## config.mk

```make
export PLATFORM = sky130hd
export DESIGN_NAME = dpwm_top
export DESIGN_NICKNAME = d
export VERILOG_FILES = /design/src/verilog/dpwm_pkg.sv /design/src/verilog/dpwm_chan_if.sv /design/src/verilog/dpwm_chan.sv /design/src/verilog/dpwm_top.sv
export VERILOG_INCLUDE_DIRS = /design/src /design/src/verilog
export SDC_FILE = /design/constraint.sdc
export NUM_CORES = 1
export LEC_CHECK = 0
export BUFFER_PORTS_ARGS = -buffer_cell sky130_fd_sc_hd__buf_2
export CORE_MARGIN = 2
export CORE_UTILIZATION = 55
export CTS_BUF_LIST = sky130_fd_sc_hd__clkbuf_16
export DETAILED_ROUTE_END_ITERATION = 8
export HOLD_SLACK_MARGIN = 0.1
export PLACE_DENSITY = 0.85
export SYNTH_ARGS = -nofsm -noshare
export SYNTH_HDL_FRONTEND = slang
export SYNTH_SLANG_ARGS = --single-unit
```

## constraint.sdc

```tcl
create_clock -name aclk -period 7.5 [get_ports aclk]
set_clock_uncertainty 0.1 [all_clocks]
set_input_delay 0 -clock aclk [delete_from_list [all_inputs] [get_ports aclk]]
set_output_delay 0 -clock aclk [all_outputs]
set_load 0.05 [all_outputs]
```

## src/verilog/dpwm_map.svh

```systemverilog
/*
  Register indices, field positions and reset values of the dual PWM.
  Assumes byte address = index * 4 on a 32-bit AXI4-Lite bus.
*/
`ifndef DPWM_MAP_SVH
`define DPWM_MAP_SVH

// ****************************************************************
// Register indices (byte address = index * 4)
// ****************************************************************
`define DPWM_IDX_C0_SCALE 16'ha088
`define DPWM_IDX_C0_DUTY  16'ha089
`define DPWM_IDX_C1_SCALE 16'ha08a
`define DPWM_IDX_C1_DUTY  16'ha08b
`define DPWM_IDX_FLAG_EN  16'ha08c
`define DPWM_IDX_PIN_SEL  16'ha08d

// ****************************************************************
// Fields and reset values
// ****************************************************************
`define DPWM_REG_RST      8'h00
`define DPWM_FLAG_C0_BIT  7
`define DPWM_FLAG_C1_BIT  6
`define DPWM_EN_C0_BIT    3
`define DPWM_EN_C1_BIT    2
`define DPWM_SEL_C0_LSB   0
`define DPWM_SEL_C1_LSB   4
`define DPWM_CODE_LSB     5
`define DPWM_CODE_OFF_LO  3'h0
`define DPWM_CODE_OFF_HI  3'h7
`define DPWM_CYC_LAST     8'hff
`define DPWM_RESP_OKAY    2'h0
`define DPWM_RESP_SLVERR  2'h2

`endif

```

## src/verilog/dpwm_pkg.sv

```systemverilog
/*
  Types of the dual PWM block: state records of top and channel.
  Assumes dpwm_map.svh supplies all numeric constants.
*/
package dpwm_pkg;

  // ****************************************************************
  // Channel state
  // ****************************************************************
  typedef struct packed {
    logic [6:0] presc;
    logic [4:0] div;
    logic [7:0] cnt;
    logic [7:0] duty;
    logic       level;
    logic       cend;
  } dpwm_chan_st_t;

  // ****************************************************************
  // Top state: registers, bus slave, pins
  // ****************************************************************
  typedef struct packed {
    logic [1:0][7:0] scale;
    logic [1:0][7:0] duty;
    logic [1:0]      flag;
    logic [1:0]      en;
    logic [1:0]      sel0;
    logic [1:0]      sel1;
    logic [2:0]      pin0;
    logic [3:0]      pin1;
    logic            irq;
    logic            awready;
    logic            aw_held;
    logic [15:0]     aw_idx;
    logic            wready;
    logic            w_held;
    logic [7:0]      wdata;
    logic            wstrb0;
    logic            bvalid;
    logic [1:0]      bresp;
    logic            arready;
    logic            rvalid;
    logic [7:0]      rdata;
    logic [1:0]      rresp;
  } dpwm_top_st_t;

endpackage

```

## src/verilog/dpwm_chan_if.sv

```systemverilog
/*
  Link between the register side and one PWM channel.
  Assumes both ends run on the same clock.
*/
`timescale 1ns/100ps

interface dpwm_chan_if;
  logic [7:0] scale;
  logic [7:0] duty;
  logic       level;
  logic       cycle_end;

  modport ctrl (output scale, output duty, input level, input cycle_end);
  modport chan (input scale, input duty, output level, output cycle_end);
endinterface

```

## src/verilog/dpwm_chan.sv

```systemverilog
/*
  One PWM channel: prescaler, divider, 8-bit counter, duty compare.
  Assumes scale and shadow duty come from registers on the same clock.
*/
`timescale 1ns/100ps
`include "dpwm_map.svh"

module dpwm_chan (
  input  wire logic  aclk,     // System clock
  input  wire logic  aresetn,  // Synchronous reset, low
  dpwm_chan_if.chan  bus       // Settings in, level out
);

  dpwm_pkg::dpwm_chan_st_t st_r;
  dpwm_pkg::dpwm_chan_st_t st_nxt;
  logic [2:0]  code;
  logic [4:0]  div;
  logic        active;
  logic [7:0]  pmax;
  logic        presc_last;
  logic        tick;

  // ****************************************************************
  // Counting clock
  // ****************************************************************
  assign code = bus.scale[7:`DPWM_CODE_LSB];
  assign div = bus.scale[4:0];
  assign active = (code != `DPWM_CODE_OFF_LO) && (code != `DPWM_CODE_OFF_HI);
  assign pmax = 8'((8'h02 << code) - 8'h01);
  assign presc_last = ({1'b0, st_r.presc} == pmax);
  assign tick = active && presc_last && (st_r.div >= div);

  always_comb begin
    st_nxt = st_r;
    st_nxt.cend = 1'b0;
    if (!active) begin
      st_nxt.presc = 7'h00;
      st_nxt.div = 5'h00;
      st_nxt.cnt = 8'h00;
      st_nxt.duty = bus.duty;
    end else begin
      st_nxt.presc = presc_last ? 7'h00 : 7'(st_r.presc + 7'h01);
      if (presc_last) begin
        st_nxt.div = tick ? 5'h00 : 5'(st_r.div + 5'h01);
      end
      if (tick) begin
        st_nxt.cnt = 8'(st_r.cnt + 8'h01);
        if (st_r.cnt == `DPWM_CYC_LAST) begin
          st_nxt.duty = bus.duty;
          st_nxt.cend = 1'b1;
        end
      end
    end
    if (code == `DPWM_CODE_OFF_HI) begin
      st_nxt.level = 1'b1;
    end else if (code == `DPWM_CODE_OFF_LO) begin
      st_nxt.level = 1'b0;
    end else begin
      st_nxt.level = (st_nxt.cnt < st_nxt.duty);
    end
  end

  always_ff @(posedge aclk) begin
    if (!aresetn) begin
      st_r <= '0;
    end else begin
      st_r <= st_nxt;
    end
  end

  assign bus.level = st_r.level;
  assign bus.cycle_end = st_r.cend;

  // ****************************************************************
  // Checks
  // ****************************************************************
  logic [12:0] gap_r;
  logic        seen_r;
  logic [7:0]  scale_q_r;
  logic [12:0] per_m1;

  assign per_m1 = 13'((13'h0002 << code) * ({8'h00, div} + 13'h0001)
                  - 13'h0001);

  always_ff @(posedge aclk) begin
    if (!aresetn) begin
      gap_r <= 13'h0000;
      seen_r <= 1'b0;
      scale_q_r <= 8'h00;
    end else begin
      gap_r <= tick ? 13'h0000 : 13'(gap_r + 13'h0001);
      scale_q_r <= bus.scale;
      if (!active || bus.scale != scale_q_r) begin
        seen_r <= 1'b0;
      end else if (tick) begin
        seen_r <= 1'b1;
      end
    end
  end

  property p_tick_gap;
    @(posedge aclk) disable iff (!aresetn)
    tick && seen_r && bus.scale == scale_q_r |-> gap_r == per_m1;
  endproperty
  a_tick_gap: assert property (p_tick_gap)
    else $error("Counting clock period wrong");

  property p_wrap;
    @(posedge aclk) disable iff (!aresetn)
    tick && st_r.cnt == `DPWM_CYC_LAST |=> st_r.cnt == 8'h00 && bus.cycle_end;
  endproperty
  a_wrap: assert property (p_wrap)
    else $error("Counter did not wrap after 256 counts");

  property p_hold;
    @(posedge aclk) disable iff (!aresetn)
    !active |=> bus.level == ($past(code) == `DPWM_CODE_OFF_HI);
  endproperty
  a_hold: assert property (p_hold)
    else $error("Disabled channel level wrong");

  property p_duty_hold;
    @(posedge aclk) disable iff (!aresetn)
    active && !(tick && st_r.cnt == `DPWM_CYC_LAST) |=> $stable(st_r.duty);
  endproperty
  a_duty_hold: assert property (p_duty_hold)
    else $error("Active duty changed mid-cycle");

  property p_max_duty;
    @(posedge aclk) disable iff (!aresetn)
    active ##0 st_r.cnt == `DPWM_CYC_LAST [*2] |-> !bus.level;
  endproperty
  a_max_duty: assert property (p_max_duty)
    else $error("Output active at last count");

  c_wrap: cover property (@(posedge aclk) disable iff (!aresetn)
    bus.cycle_end);

endmodule

```

## src/verilog/dpwm_top.sv

```systemverilog
/*
  Dual 8-bit PWM with AXI4-Lite register slave, flags and pin routing.
  Assumes one clock, synchronous active-low reset, a single bus master.
*/
`timescale 1ns/100ps
`include "dpwm_map.svh"

// Contract
// - Each channel counts 8 bits; one period is 256 counting clocks.
// - Counting clock is system clock over prescale code factor, then divider.
// - Divider field 0..31 divides by one to thirty-two.
// - Code 000 disables and holds low; code 111 disables and holds high.
// - Written duty waits in a shadow, loaded at cycle end, or every clock while the channel is disabled.
// - Maximum duty is 255/256; output never stays active all period.
// - Each channel has its own scale and duty registers.
// - Flag set at cycle end only while enabled; flag raises interrupt.
// - Each channel output routes to one of its own candidate pins; a select with no matching pin drives none.
module dpwm_top #(
  parameter int ADDR_W = 18,  // Byte address width
  parameter int PINS0  = 3,   // Candidate pins of channel 0
  parameter int PINS1  = 4    // Candidate pins of channel 1
) (
  input  wire logic              aclk,           // System clock
  input  wire logic              aresetn,        // Synchronous reset, low
  input  wire logic [ADDR_W-1:0] s_axi_awaddr,   // Write address
  input  wire logic              s_axi_awvalid,  // Write address valid
  output logic                   s_axi_awready,  // Write address ready
  input  wire logic [31:0]       s_axi_wdata,    // Write data
  input  wire logic [3:0]        s_axi_wstrb,    // Write byte strobes
  input  wire logic              s_axi_wvalid,   // Write data valid
  output logic                   s_axi_wready,   // Write data ready
  output logic [1:0]             s_axi_bresp,    // Write response
  output logic                   s_axi_bvalid,   // Write response valid
  input  wire logic              s_axi_bready,   // Write response ready
  input  wire logic [ADDR_W-1:0] s_axi_araddr,   // Read address
  input  wire logic              s_axi_arvalid,  // Read address valid
  output logic                   s_axi_arready,  // Read address ready
  output logic [31:0]            s_axi_rdata,    // Read data
  output logic [1:0]             s_axi_rresp,    // Read response
  output logic                   s_axi_rvalid,   // Read data valid
  input  wire logic              s_axi_rready,   // Read data ready
  output logic [PINS0-1:0]       pwm0_pin,       // Channel 0 pins
  output logic [PINS1-1:0]       pwm1_pin,       // Channel 1 pins
  output logic                   irq             // Interrupt request
);

  dpwm_pkg::dpwm_top_st_t st_r;
  dpwm_pkg::dpwm_top_st_t st_nxt;
  logic [1:0]  lvl;
  logic [1:0]  cend;
  logic        awhs;
  logic        whs;
  logic        arhs;
  logic        have_aw;
  logic        have_w;
  logic        wr_do;
  logic [15:0] aw_idx;
  logic [15:0] ar_idx;
  logic [7:0]  wd;
  logic        ws;

  // ****************************************************************
  // Channels
  // ****************************************************************
  dpwm_chan_if cif [2] ();

  for (genvar g = 0; g < 2; g++) begin : g_chan
    assign cif[g].scale = st_r.scale[g];
    assign cif[g].duty = st_r.duty[g];
    assign lvl[g] = cif[g].level;
    assign cend[g] = cif[g].cycle_end;

    dpwm_chan u_chan (
      .aclk    (aclk),
      .aresetn (aresetn),
      .bus     (cif[g].chan)
    );
  end

  // ****************************************************************
  // Bus handshakes
  // ****************************************************************
  assign awhs = s_axi_awvalid && st_r.awready;
  assign whs = s_axi_wvalid && st_r.wready;
  assign arhs = s_axi_arvalid && st_r.arready;
  assign have_aw = st_r.aw_held || awhs;
  assign have_w = st_r.w_held || whs;
  assign wr_do = have_aw && have_w && !st_r.bvalid;
  assign aw_idx = awhs ? s_axi_awaddr[17:2] : st_r.aw_idx;
  assign ar_idx = s_axi_araddr[17:2];
  assign wd = whs ? s_axi_wdata[7:0] : st_r.wdata;
  assign ws = whs ? s_axi_wstrb[0] : st_r.wstrb0;

  // ****************************************************************
  // Next state
  // ****************************************************************
  always_comb begin
    logic clr;
    logic setf;
    logic fbit;
    clr = 1'b0;
    setf = 1'b0;
    fbit = 1'b0;
    st_nxt = st_r;

    // Write channel
    st_nxt.aw_idx = aw_idx;
    st_nxt.wdata = wd;
    st_nxt.wstrb0 = ws;
    st_nxt.aw_held = have_aw && !wr_do;
    st_nxt.w_held = have_w && !wr_do;
    if (st_r.bvalid && s_axi_bready) begin
      st_nxt.bvalid = 1'b0;
    end
    if (wr_do) begin
      st_nxt.bvalid = 1'b1;
      st_nxt.bresp = `DPWM_RESP_OKAY;
      unique case (aw_idx)
        `DPWM_IDX_C0_SCALE: if (ws) st_nxt.scale[0] = wd;
        `DPWM_IDX_C0_DUTY:  if (ws) st_nxt.duty[0] = wd;
        `DPWM_IDX_C1_SCALE: if (ws) st_nxt.scale[1] = wd;
        `DPWM_IDX_C1_DUTY:  if (ws) st_nxt.duty[1] = wd;
        `DPWM_IDX_FLAG_EN: begin
          if (ws) begin
            st_nxt.en[0] = wd[`DPWM_EN_C0_BIT];
            st_nxt.en[1] = wd[`DPWM_EN_C1_BIT];
          end
        end
        `DPWM_IDX_PIN_SEL: begin
          if (ws) begin
            st_nxt.sel0 = wd[`DPWM_SEL_C0_LSB +: 2];
            st_nxt.sel1 = wd[`DPWM_SEL_C1_LSB +: 2];
          end
        end
        default: st_nxt.bresp = `DPWM_RESP_SLVERR;
      endcase
    end
    st_nxt.awready = !st_nxt.aw_held && !st_nxt.bvalid;
    st_nxt.wready = !st_nxt.w_held && !st_nxt.bvalid;

    // Flags: hardware set wins over a clearing write
    for (int i = 0; i < 2; i++) begin
      fbit = (i == 0) ? wd[`DPWM_FLAG_C0_BIT] : wd[`DPWM_FLAG_C1_BIT];
      clr = wr_do && ws && aw_idx == `DPWM_IDX_FLAG_EN && !fbit;
      setf = cend[i] && st_r.en[i];
      st_nxt.flag[i] = setf || (st_r.flag[i] && !clr);
    end
    st_nxt.irq = |st_nxt.flag;

    // Read channel
    if (st_r.rvalid && s_axi_rready) begin
      st_nxt.rvalid = 1'b0;
    end
    if (arhs) begin
      st_nxt.rvalid = 1'b1;
      st_nxt.rresp = `DPWM_RESP_OKAY;
      st_nxt.rdata = `DPWM_REG_RST;
      unique case (ar_idx)
        `DPWM_IDX_C0_SCALE: st_nxt.rdata = st_r.scale[0];
        `DPWM_IDX_C0_DUTY:  st_nxt.rdata = st_r.duty[0];
        `DPWM_IDX_C1_SCALE: st_nxt.rdata = st_r.scale[1];
        `DPWM_IDX_C1_DUTY:  st_nxt.rdata = st_r.duty[1];
        `DPWM_IDX_FLAG_EN: begin
          st_nxt.rdata[`DPWM_FLAG_C0_BIT] = st_r.flag[0];
          st_nxt.rdata[`DPWM_FLAG_C1_BIT] = st_r.flag[1];
          st_nxt.rdata[`DPWM_EN_C0_BIT] = st_r.en[0];
          st_nxt.rdata[`DPWM_EN_C1_BIT] = st_r.en[1];
        end
        `DPWM_IDX_PIN_SEL: begin
          st_nxt.rdata[`DPWM_SEL_C0_LSB +: 2] = st_r.sel0;
          st_nxt.rdata[`DPWM_SEL_C1_LSB +: 2] = st_r.sel1;
        end
        default: st_nxt.rresp = `DPWM_RESP_SLVERR;
      endcase
    end
    st_nxt.arready = !st_nxt.rvalid;

    // Pin routing, unselected pins low
    for (int p = 0; p < PINS0; p++) begin
      st_nxt.pin0[p] = lvl[0] && (int'(st_r.sel0) == p);
    end
    for (int p = 0; p < PINS1; p++) begin
      st_nxt.pin1[p] = lvl[1] && (int'(st_r.sel1) == p);
    end
  end

  always_ff @(posedge aclk) begin
    if (!aresetn) begin
      st_r <= '0;
    end else begin
      st_r <= st_nxt;
    end
  end

  // ****************************************************************
  // Outputs
  // ****************************************************************
  assign s_axi_awready = st_r.awready;
  assign s_axi_wready = st_r.wready;
  assign s_axi_bvalid = st_r.bvalid;
  assign s_axi_bresp = st_r.bresp;
  assign s_axi_arready = st_r.arready;
  assign s_axi_rvalid = st_r.rvalid;
  assign s_axi_rresp = st_r.rresp;
  assign s_axi_rdata = {24'h000000, st_r.rdata};
  assign pwm0_pin = st_r.pin0[PINS0-1:0];
  assign pwm1_pin = st_r.pin1[PINS1-1:0];
  assign irq = st_r.irq;

  // ****************************************************************
  // Checks
  // ****************************************************************
  property p_flag_set;
    @(posedge aclk) disable iff (!aresetn)
    cend[0] && st_r.en[0] |=> st_r.flag[0] ##1 irq;
  endproperty
  a_flag_set: assert property (p_flag_set)
    else $error("Channel 0 flag not set at cycle end");

  property p_flag_cause;
    @(posedge aclk) disable iff (!aresetn)
    $rose(st_r.flag[1]) |-> $past(cend[1]) && $past(st_r.en[1]);
  endproperty
  a_flag_cause: assert property (p_flag_cause)
    else $error("Channel 1 flag set without enabled cycle end");

  property p_flag_clear;
    @(posedge aclk) disable iff (!aresetn)
    wr_do && ws && aw_idx == `DPWM_IDX_FLAG_EN
      && !wd[`DPWM_FLAG_C0_BIT] && !cend[0] |=> !st_r.flag[0];
  endproperty
  a_flag_clear: assert property (p_flag_clear)
    else $error("Writing 0 did not clear flag");

  property p_flag_read;
    @(posedge aclk) disable iff (!aresetn)
    arhs && ar_idx == `DPWM_IDX_FLAG_EN |=>
      s_axi_rdata[`DPWM_FLAG_C0_BIT] == $past(st_r.flag[0])
      && s_axi_rdata[`DPWM_EN_C1_BIT] == $past(st_r.en[1]);
  endproperty
  a_flag_read: assert property (p_flag_read)
    else $error("Flag register layout wrong");

  property p_route;
    @(posedge aclk) disable iff (!aresetn)
    st_r.sel1 == 2'h3 |=> pwm1_pin[3] == $past(lvl[1])
      && pwm1_pin[2:0] == 3'h0;
  endproperty
  a_route: assert property (p_route)
    else $error("Channel 1 pin routing wrong");

  property p_indep;
    @(posedge aclk) disable iff (!aresetn)
    wr_do && ws && aw_idx == `DPWM_IDX_C1_SCALE |=> $stable(st_r.scale[0])
      && st_r.scale[1] == $past(wd);
  endproperty
  a_indep: assert property (p_indep)
    else $error("Channel scale registers not independent");

  property p_bresp;
    @(posedge aclk) disable iff (!aresetn)
    s_axi_bvalid && !s_axi_bready |=> s_axi_bvalid && $stable(s_axi_bresp);
  endproperty
  a_bresp: assert property (p_bresp)
    else $error("Write response dropped before ready");

  c_flag: cover property (@(posedge aclk) disable iff (!aresetn)
    $rose(irq));
  c_write: cover property (@(posedge aclk) disable iff (!aresetn)
    s_axi_bvalid && s_axi_bready);
  c_read: cover property (@(posedge aclk) disable iff (!aresetn)
    s_axi_rvalid && s_axi_rready);

endmodule

```

==> impl_metrics.xml <==
<?xml version="1.0" encoding="UTF-8"?>
<metrics>
  <group name="outcome">
    <metric name="run_status" unit="">finished clean</metric>
  </group>
  <group name="cells_and_area">
    <metric name="finalNetCount" unit="">1052</metric>
    <metric name="final_cell_area" unit="µm²">8760</metric>
    <metric name="synthToLayoutAreaGrowth" unit="%">16.0</metric>
    <metric name="layout-drive-gt1-share" unit="">0.134</metric>
  </group>
  <group name="global_routing">
    <metric name="grt_overflow_total" unit="">0</metric>
    <metric name="grt_start_max_net_pins" unit="">46</metric>
    <metric name="grt_pass1_wl" unit="µm">30300</metric>
    <metric name="grt_pass1_vias" unit="">6309</metric>
    <metric name="grt_util_all_layers" unit="">0.260</metric>
    <metric name="antenna_violations_before_repair" unit="">1</metric>
  </group>
  <group name="synth">
    <metric name="top_cells_by_area_synth" unit="">sky130_fd_sc_hd__dfxtp_1 40%, sky130_fd_sc_hd__mux2i_1 8.5%, sky130_fd_sc_hd__nor2_1 6.4%</metric>
    <metric name="postSynthRegisterBits" unit="">150</metric>
    <metric name="post_synthesis_sequential_area_ratio" unit="">0.397</metric>
    <metric name="ys.flop_type" unit="">sky130_fd_sc_hd__dfxtp_1</metric>
    <metric name="syn-mean-instance-area" unit="µm²">8.69</metric>
    <metric name="synthArstFlopShare" unit="">0</metric>
    <metric name="synth_cells" unit="">869</metric>
    <metric name="yosys.cell_types.count" unit="">66</metric>
    <metric name="synthDominantCellAreaShare" unit="">0.397</metric>
    <metric name="synth_top_cell_by_area" unit="">sky130_fd_sc_hd__dfxtp_1</metric>
    <metric name="synth-edff-count" unit="">0</metric>
    <metric name="post_synthesis_instance_area" unit="µm²">7550</metric>
    <metric name="ys_warn_count" unit="">0</metric>
  </group>
  <group name="critical_path">
    <metric name="timing.setup.critical_path_class" unit="">reg2reg</metric>
    <metric name="crit_family" unit="">compound AO/OA/AOI/OAI gates</metric>
    <metric name="critical_path_peak_fanout" unit="">20</metric>
    <metric name="timing.critical_path.slowest_stage_cell" unit="">sky130_fd_sc_hd__a2111oi_0</metric>
    <metric name="timing.critical_path.arrival" unit="ns">4.88</metric>
    <metric name="worst-r2r-setup-slack" unit="ns">2.85</metric>
    <metric name="required" unit="ns">7.73</metric>
    <metric name="critical_path.reg2reg.endpoint" unit="">g_chan[0].u_chan.bus.level</metric>
    <metric name="timing.critical_path.from_type" unit="">register</metric>
    <metric name="critical_path.startpoint" unit="">cif[0].scale[5]</metric>
    <metric name="r2r_depth" unit="">16</metric>
    <metric name="reg2reg_from" unit="">cif[0].scale[5]</metric>
    <metric name="worstSetupEndpointType" unit="">register</metric>
    <metric name="worst_path_buffer_plus_inverter_count" unit="">3</metric>
    <metric name="critical_path_cell_count" unit="">16</metric>
    <metric name="cells_along_the_critical_path" unit="">nor3_2, inv_2, ha_1, xnor2_1, o311ai_1, a221o_1, o211ai_1, buf_4, o31ai_1, buf_4, mux2i_1, ha_1, a21o_1, a2111oi_0, o21ai_0, a211oi_1</metric>
    <metric name="largest_stage_delay_on_the_critical_path" unit="ns">0.53</metric>
  </group>
  <group name="hold_path">
    <metric name="hold_path_class" unit="">in2reg</metric>
    <metric name="holdPathStages" unit="">4</metric>
    <metric name="hold_end" unit="">s_axi_rdata[2]</metric>
    <metric name="holdCritStartpoint" unit="">s_axi_araddr[4]</metric>
  </group>
  <group name="power">
    <metric name="max-vdd-ir-drop" unit="mV">0.188</metric>
    <metric name="powerDensity" unit="nW/µm²">213</metric>
    <metric name="leakage" unit="nW">3.66</metric>
  </group>
  <group name="floorplanning">
    <metric name="ios" unit="">128</metric>
    <metric name="initial_utilization" unit="">0.566</metric>
    <metric name="die_area" unit="µm²">14700</metric>
    <metric name="die_w" unit="µm">121</metric>
    <metric name="die_extent_in_y" unit="µm">121</metric>
    <metric name="placeableCoreArea" unit="µm²">13300</metric>
    <metric name="placementRows" unit="">42</metric>
  </group>
  <group name="sta">
    <metric name="unrepaired_setup_endpoints_after_global_routing" unit="">false</metric>
    <metric name="max-slew-margin-rel" unit="">0.284</metric>
    <metric name="drv_slew" unit="">0</metric>
    <metric name="setup_tns" unit="ns">0</metric>
    <metric name="max_freq" unit="MHz">215</metric>
    <metric name="finalSetupViolations" unit="">0</metric>
    <metric name="final-hold-violation-count" unit="">0</metric>
    <metric name="fraction_of_the_cycle_the_final_worst_path_needs" unit="">0.621</metric>
    <metric name="fin_crit" unit="ns">4.65</metric>
    <metric name="tightest_slew" unit="ns">1.07</metric>
  </group>
  <group name="placed_design">
    <metric name="dpl.hpwl" unit="µm">11400</metric>
    <metric name="placed_cell_area" unit="µm²">7730</metric>
    <metric name="gp_congestion" unit="">0.870</metric>
    <metric name="numPortBuffers" unit="">70</metric>
  </group>
  <group name="cts">
    <metric name="clockRootBuffer" unit="">sky130_fd_sc_hd__clkbuf_16</metric>
    <metric name="tritoncts.num_buffers" unit="">17</metric>
    <metric name="postCtsSetupBuffers" unit="">0</metric>
    <metric name="ctsHoldBuffers" unit="">40</metric>
    <metric name="post_cts_resize_count" unit="">0</metric>
    <metric name="cts_tree" unit="">yes</metric>
    <metric name="clock_tree.htree_level_count" unit="">4</metric>
    <metric name="insertion_delay" unit="ns">0.43</metric>
    <metric name="clock_sink_count" unit="">150</metric>
    <metric name="clk_pin_slew_worst_paths" unit="ns">0.06</metric>
    <metric name="clock_tree.buffer_depth" unit="">2</metric>
  </group>
  <group name="detailed_routing">
    <metric name="totalWireLength" unit="µm">19000</metric>
    <metric name="route.detailed.wl_per_inst" unit="µm">16.7</metric>
    <metric name="first_pass_detailed_route_iteration_total" unit="">8</metric>
    <metric name="drt_iter0_drc" unit="">574</metric>
    <metric name="drt-vias-per-instance" unit="">5.76</metric>
    <metric name="ant_nets" unit="">0</metric>
    <metric name="residual_drc" unit="">0</metric>
    <metric name="vias" unit="">6518</metric>
  </group>
  <group name="run">
    <metric name="cap_violations" unit="">0</metric>
  </group>
</metrics>
[cells by family after synthesis]
| family | after synthesis | synth area share |
|---|---|---|
| buffers and inverters | 112 | 0.0815 |
| other | 1 | 0.000496 |
| AND/OR/NAND/NOR | 343 | 0.223 |
| multiplexers | 74 | 0.101 |
| adder cells (fa/ha/maj) | 31 | 0.0513 |
| AO/OA/AOI/OAI | 118 | 0.0987 |
| XOR/XNOR | 40 | 0.0464 |
| flip-flops | 150 | 0.397 |
[worst max path at each step]
stage | endpoint | slack, ns
after floorplan | g_chan[0].u_chan.bus.level | 3.62
after global placement | g_chan[0].u_chan.bus.level | 3.08
after detailed placement | g_chan[0].u_chan.bus.level | 3.01
after CTS | g_chan[0].u_chan.bus.level | 2.95
after global routing | g_chan[0].u_chan.bus.level | 2.53
final | g_chan[0].u_chan.bus.level | 2.85
[power by group]
group | internal, mW | switching [mW]
clock network | 0.558 | 0.345
registers | 0.810 | 0.00862
logic | 0.0447 | 0.104
[per-stage QoR]
stage                     power, mW   util  hold WS, ns  std cells  worst slack [ns]
final                          1.87  0.657        0.169       1132              2.85
after global routing           1.92  0.657        0.207       1132              2.53
after CTS                      1.86  0.656        0.134       1131              2.95
after detailed placement      0.958  0.579        0.161       1059              3.01
after global placement        0.957  0.579        0.153       1059              3.08
after floorplan               0.942      -       0.0360        894              3.62
[Yosys cell counts (7+ instances only)]
master                     instances
sky130_fd_sc_hd__a211oi_1         11
sky130_fd_sc_hd__a21oi_1          42
sky130_fd_sc_hd__and2_1           10
sky130_fd_sc_hd__and3_1           16
sky130_fd_sc_hd__buf_2             9
sky130_fd_sc_hd__buf_4            43
sky130_fd_sc_hd__clkbuf_1         28
sky130_fd_sc_hd__dfxtp_1         150
sky130_fd_sc_hd__ha_1             31
sky130_fd_sc_hd__inv_1            26
sky130_fd_sc_hd__mux2_2            8
sky130_fd_sc_hd__mux2i_1          64
sky130_fd_sc_hd__nand2_1          70
sky130_fd_sc_hd__nand2b_1          7
sky130_fd_sc_hd__nand3_1          25
sky130_fd_sc_hd__nand4_1           7
sky130_fd_sc_hd__nor2_1          128
sky130_fd_sc_hd__nor2b_1           9
sky130_fd_sc_hd__nor3_1           25
sky130_fd_sc_hd__nor3b_1           8
sky130_fd_sc_hd__nor4_1           10
sky130_fd_sc_hd__o21ai_0          23
sky130_fd_sc_hd__xnor2_1          32
sky130_fd_sc_hd__xor2_1            8
[registers in the layout, indices dropped and copies added, names as in the netlist, 2 cells and up]
signal                       count
g_chan.u_chan.st_r              56
st_r                            35
cif.duty                        16
cif.scale                       16
s_axi_rdata                      8
pwm1_pin                         4
pwm0_pin                         3
g_chan.u_chan.bus.cycle_end      2
g_chan.u_chan.bus.level          2
[worst register-to-register path, delay by kind of cell, from the launching register on]
family	cells	cell delay [ns]
DFF	1	0.43
AOI/OAI and AO/OA	8	2.01
and+or+nand+nor	1	0.37
xor gates and xnor gates	1	0.19
muxes	1	0.27
adders and majority gates	2	0.61
buffers and inverters	3	0.58
[layer usage]
metal  vias up  track usage  share of wire
met5         -            0              0
met4         0        0.138          0.044
met3        78       0.0597          0.062
met2       292        0.445           0.49
met1      3060        0.302           0.41
li1       3088            -              -
[cell type report]
cell class                 instances  area (µm²)
sequential                       150        3000
tap                              176         220
fill                             939        4580
clock inverter                    15         200
clock buffer                      17         425
inverter                          27         101
antenna                            1        2.50
multi-input combinational        632        4030
timing repair buffer             114         781
[layout by cell type, fill, tap and decap left out, types with 6 or more instances in the layout]
master | netlist | layout
sky130_fd_sc_hd__nor4_1 | 10 | 10
sky130_fd_sc_hd__conb_1 | 1 | 26
sky130_fd_sc_hd__nor2b_1 | 9 | 9
sky130_fd_sc_hd__buf_2 | 9 | 70
sky130_fd_sc_hd__xor2_1 | 8 | 8
sky130_fd_sc_hd__nor2_1 | 128 | 128
sky130_fd_sc_hd__nand2b_1 | 7 | 7
sky130_fd_sc_hd__nor3b_1 | 8 | 8
sky130_fd_sc_hd__o22ai_1 | 6 | 6
sky130_fd_sc_hd__ha_1 | 31 | 31
sky130_fd_sc_hd__nand2_1 | 70 | 70
sky130_fd_sc_hd__o21ai_0 | 23 | 23
sky130_fd_sc_hd__nand3_1 | 25 | 25
sky130_fd_sc_hd__mux2_2 | 8 | 8
sky130_fd_sc_hd__a211oi_1 | 11 | 11
sky130_fd_sc_hd__dfxtp_1 | 150 | 150
sky130_fd_sc_hd__and3_1 | 16 | 16
sky130_fd_sc_hd__nor3_1 | 25 | 25
sky130_fd_sc_hd__xnor2_1 | 32 | 32
sky130_fd_sc_hd__dlygate4sd3_1 | 0 | 40
sky130_fd_sc_hd__clkbuf_16 | 0 | 17
sky130_fd_sc_hd__mux2i_1 | 64 | 64
sky130_fd_sc_hd__a21oi_1 | 42 | 42
sky130_fd_sc_hd__and2_1 | 10 | 10
sky130_fd_sc_hd__inv_1 | 26 | 26
sky130_fd_sc_hd__nand4_1 | 7 | 7
No activity file was read; power rests on OpenSTA's default activity.
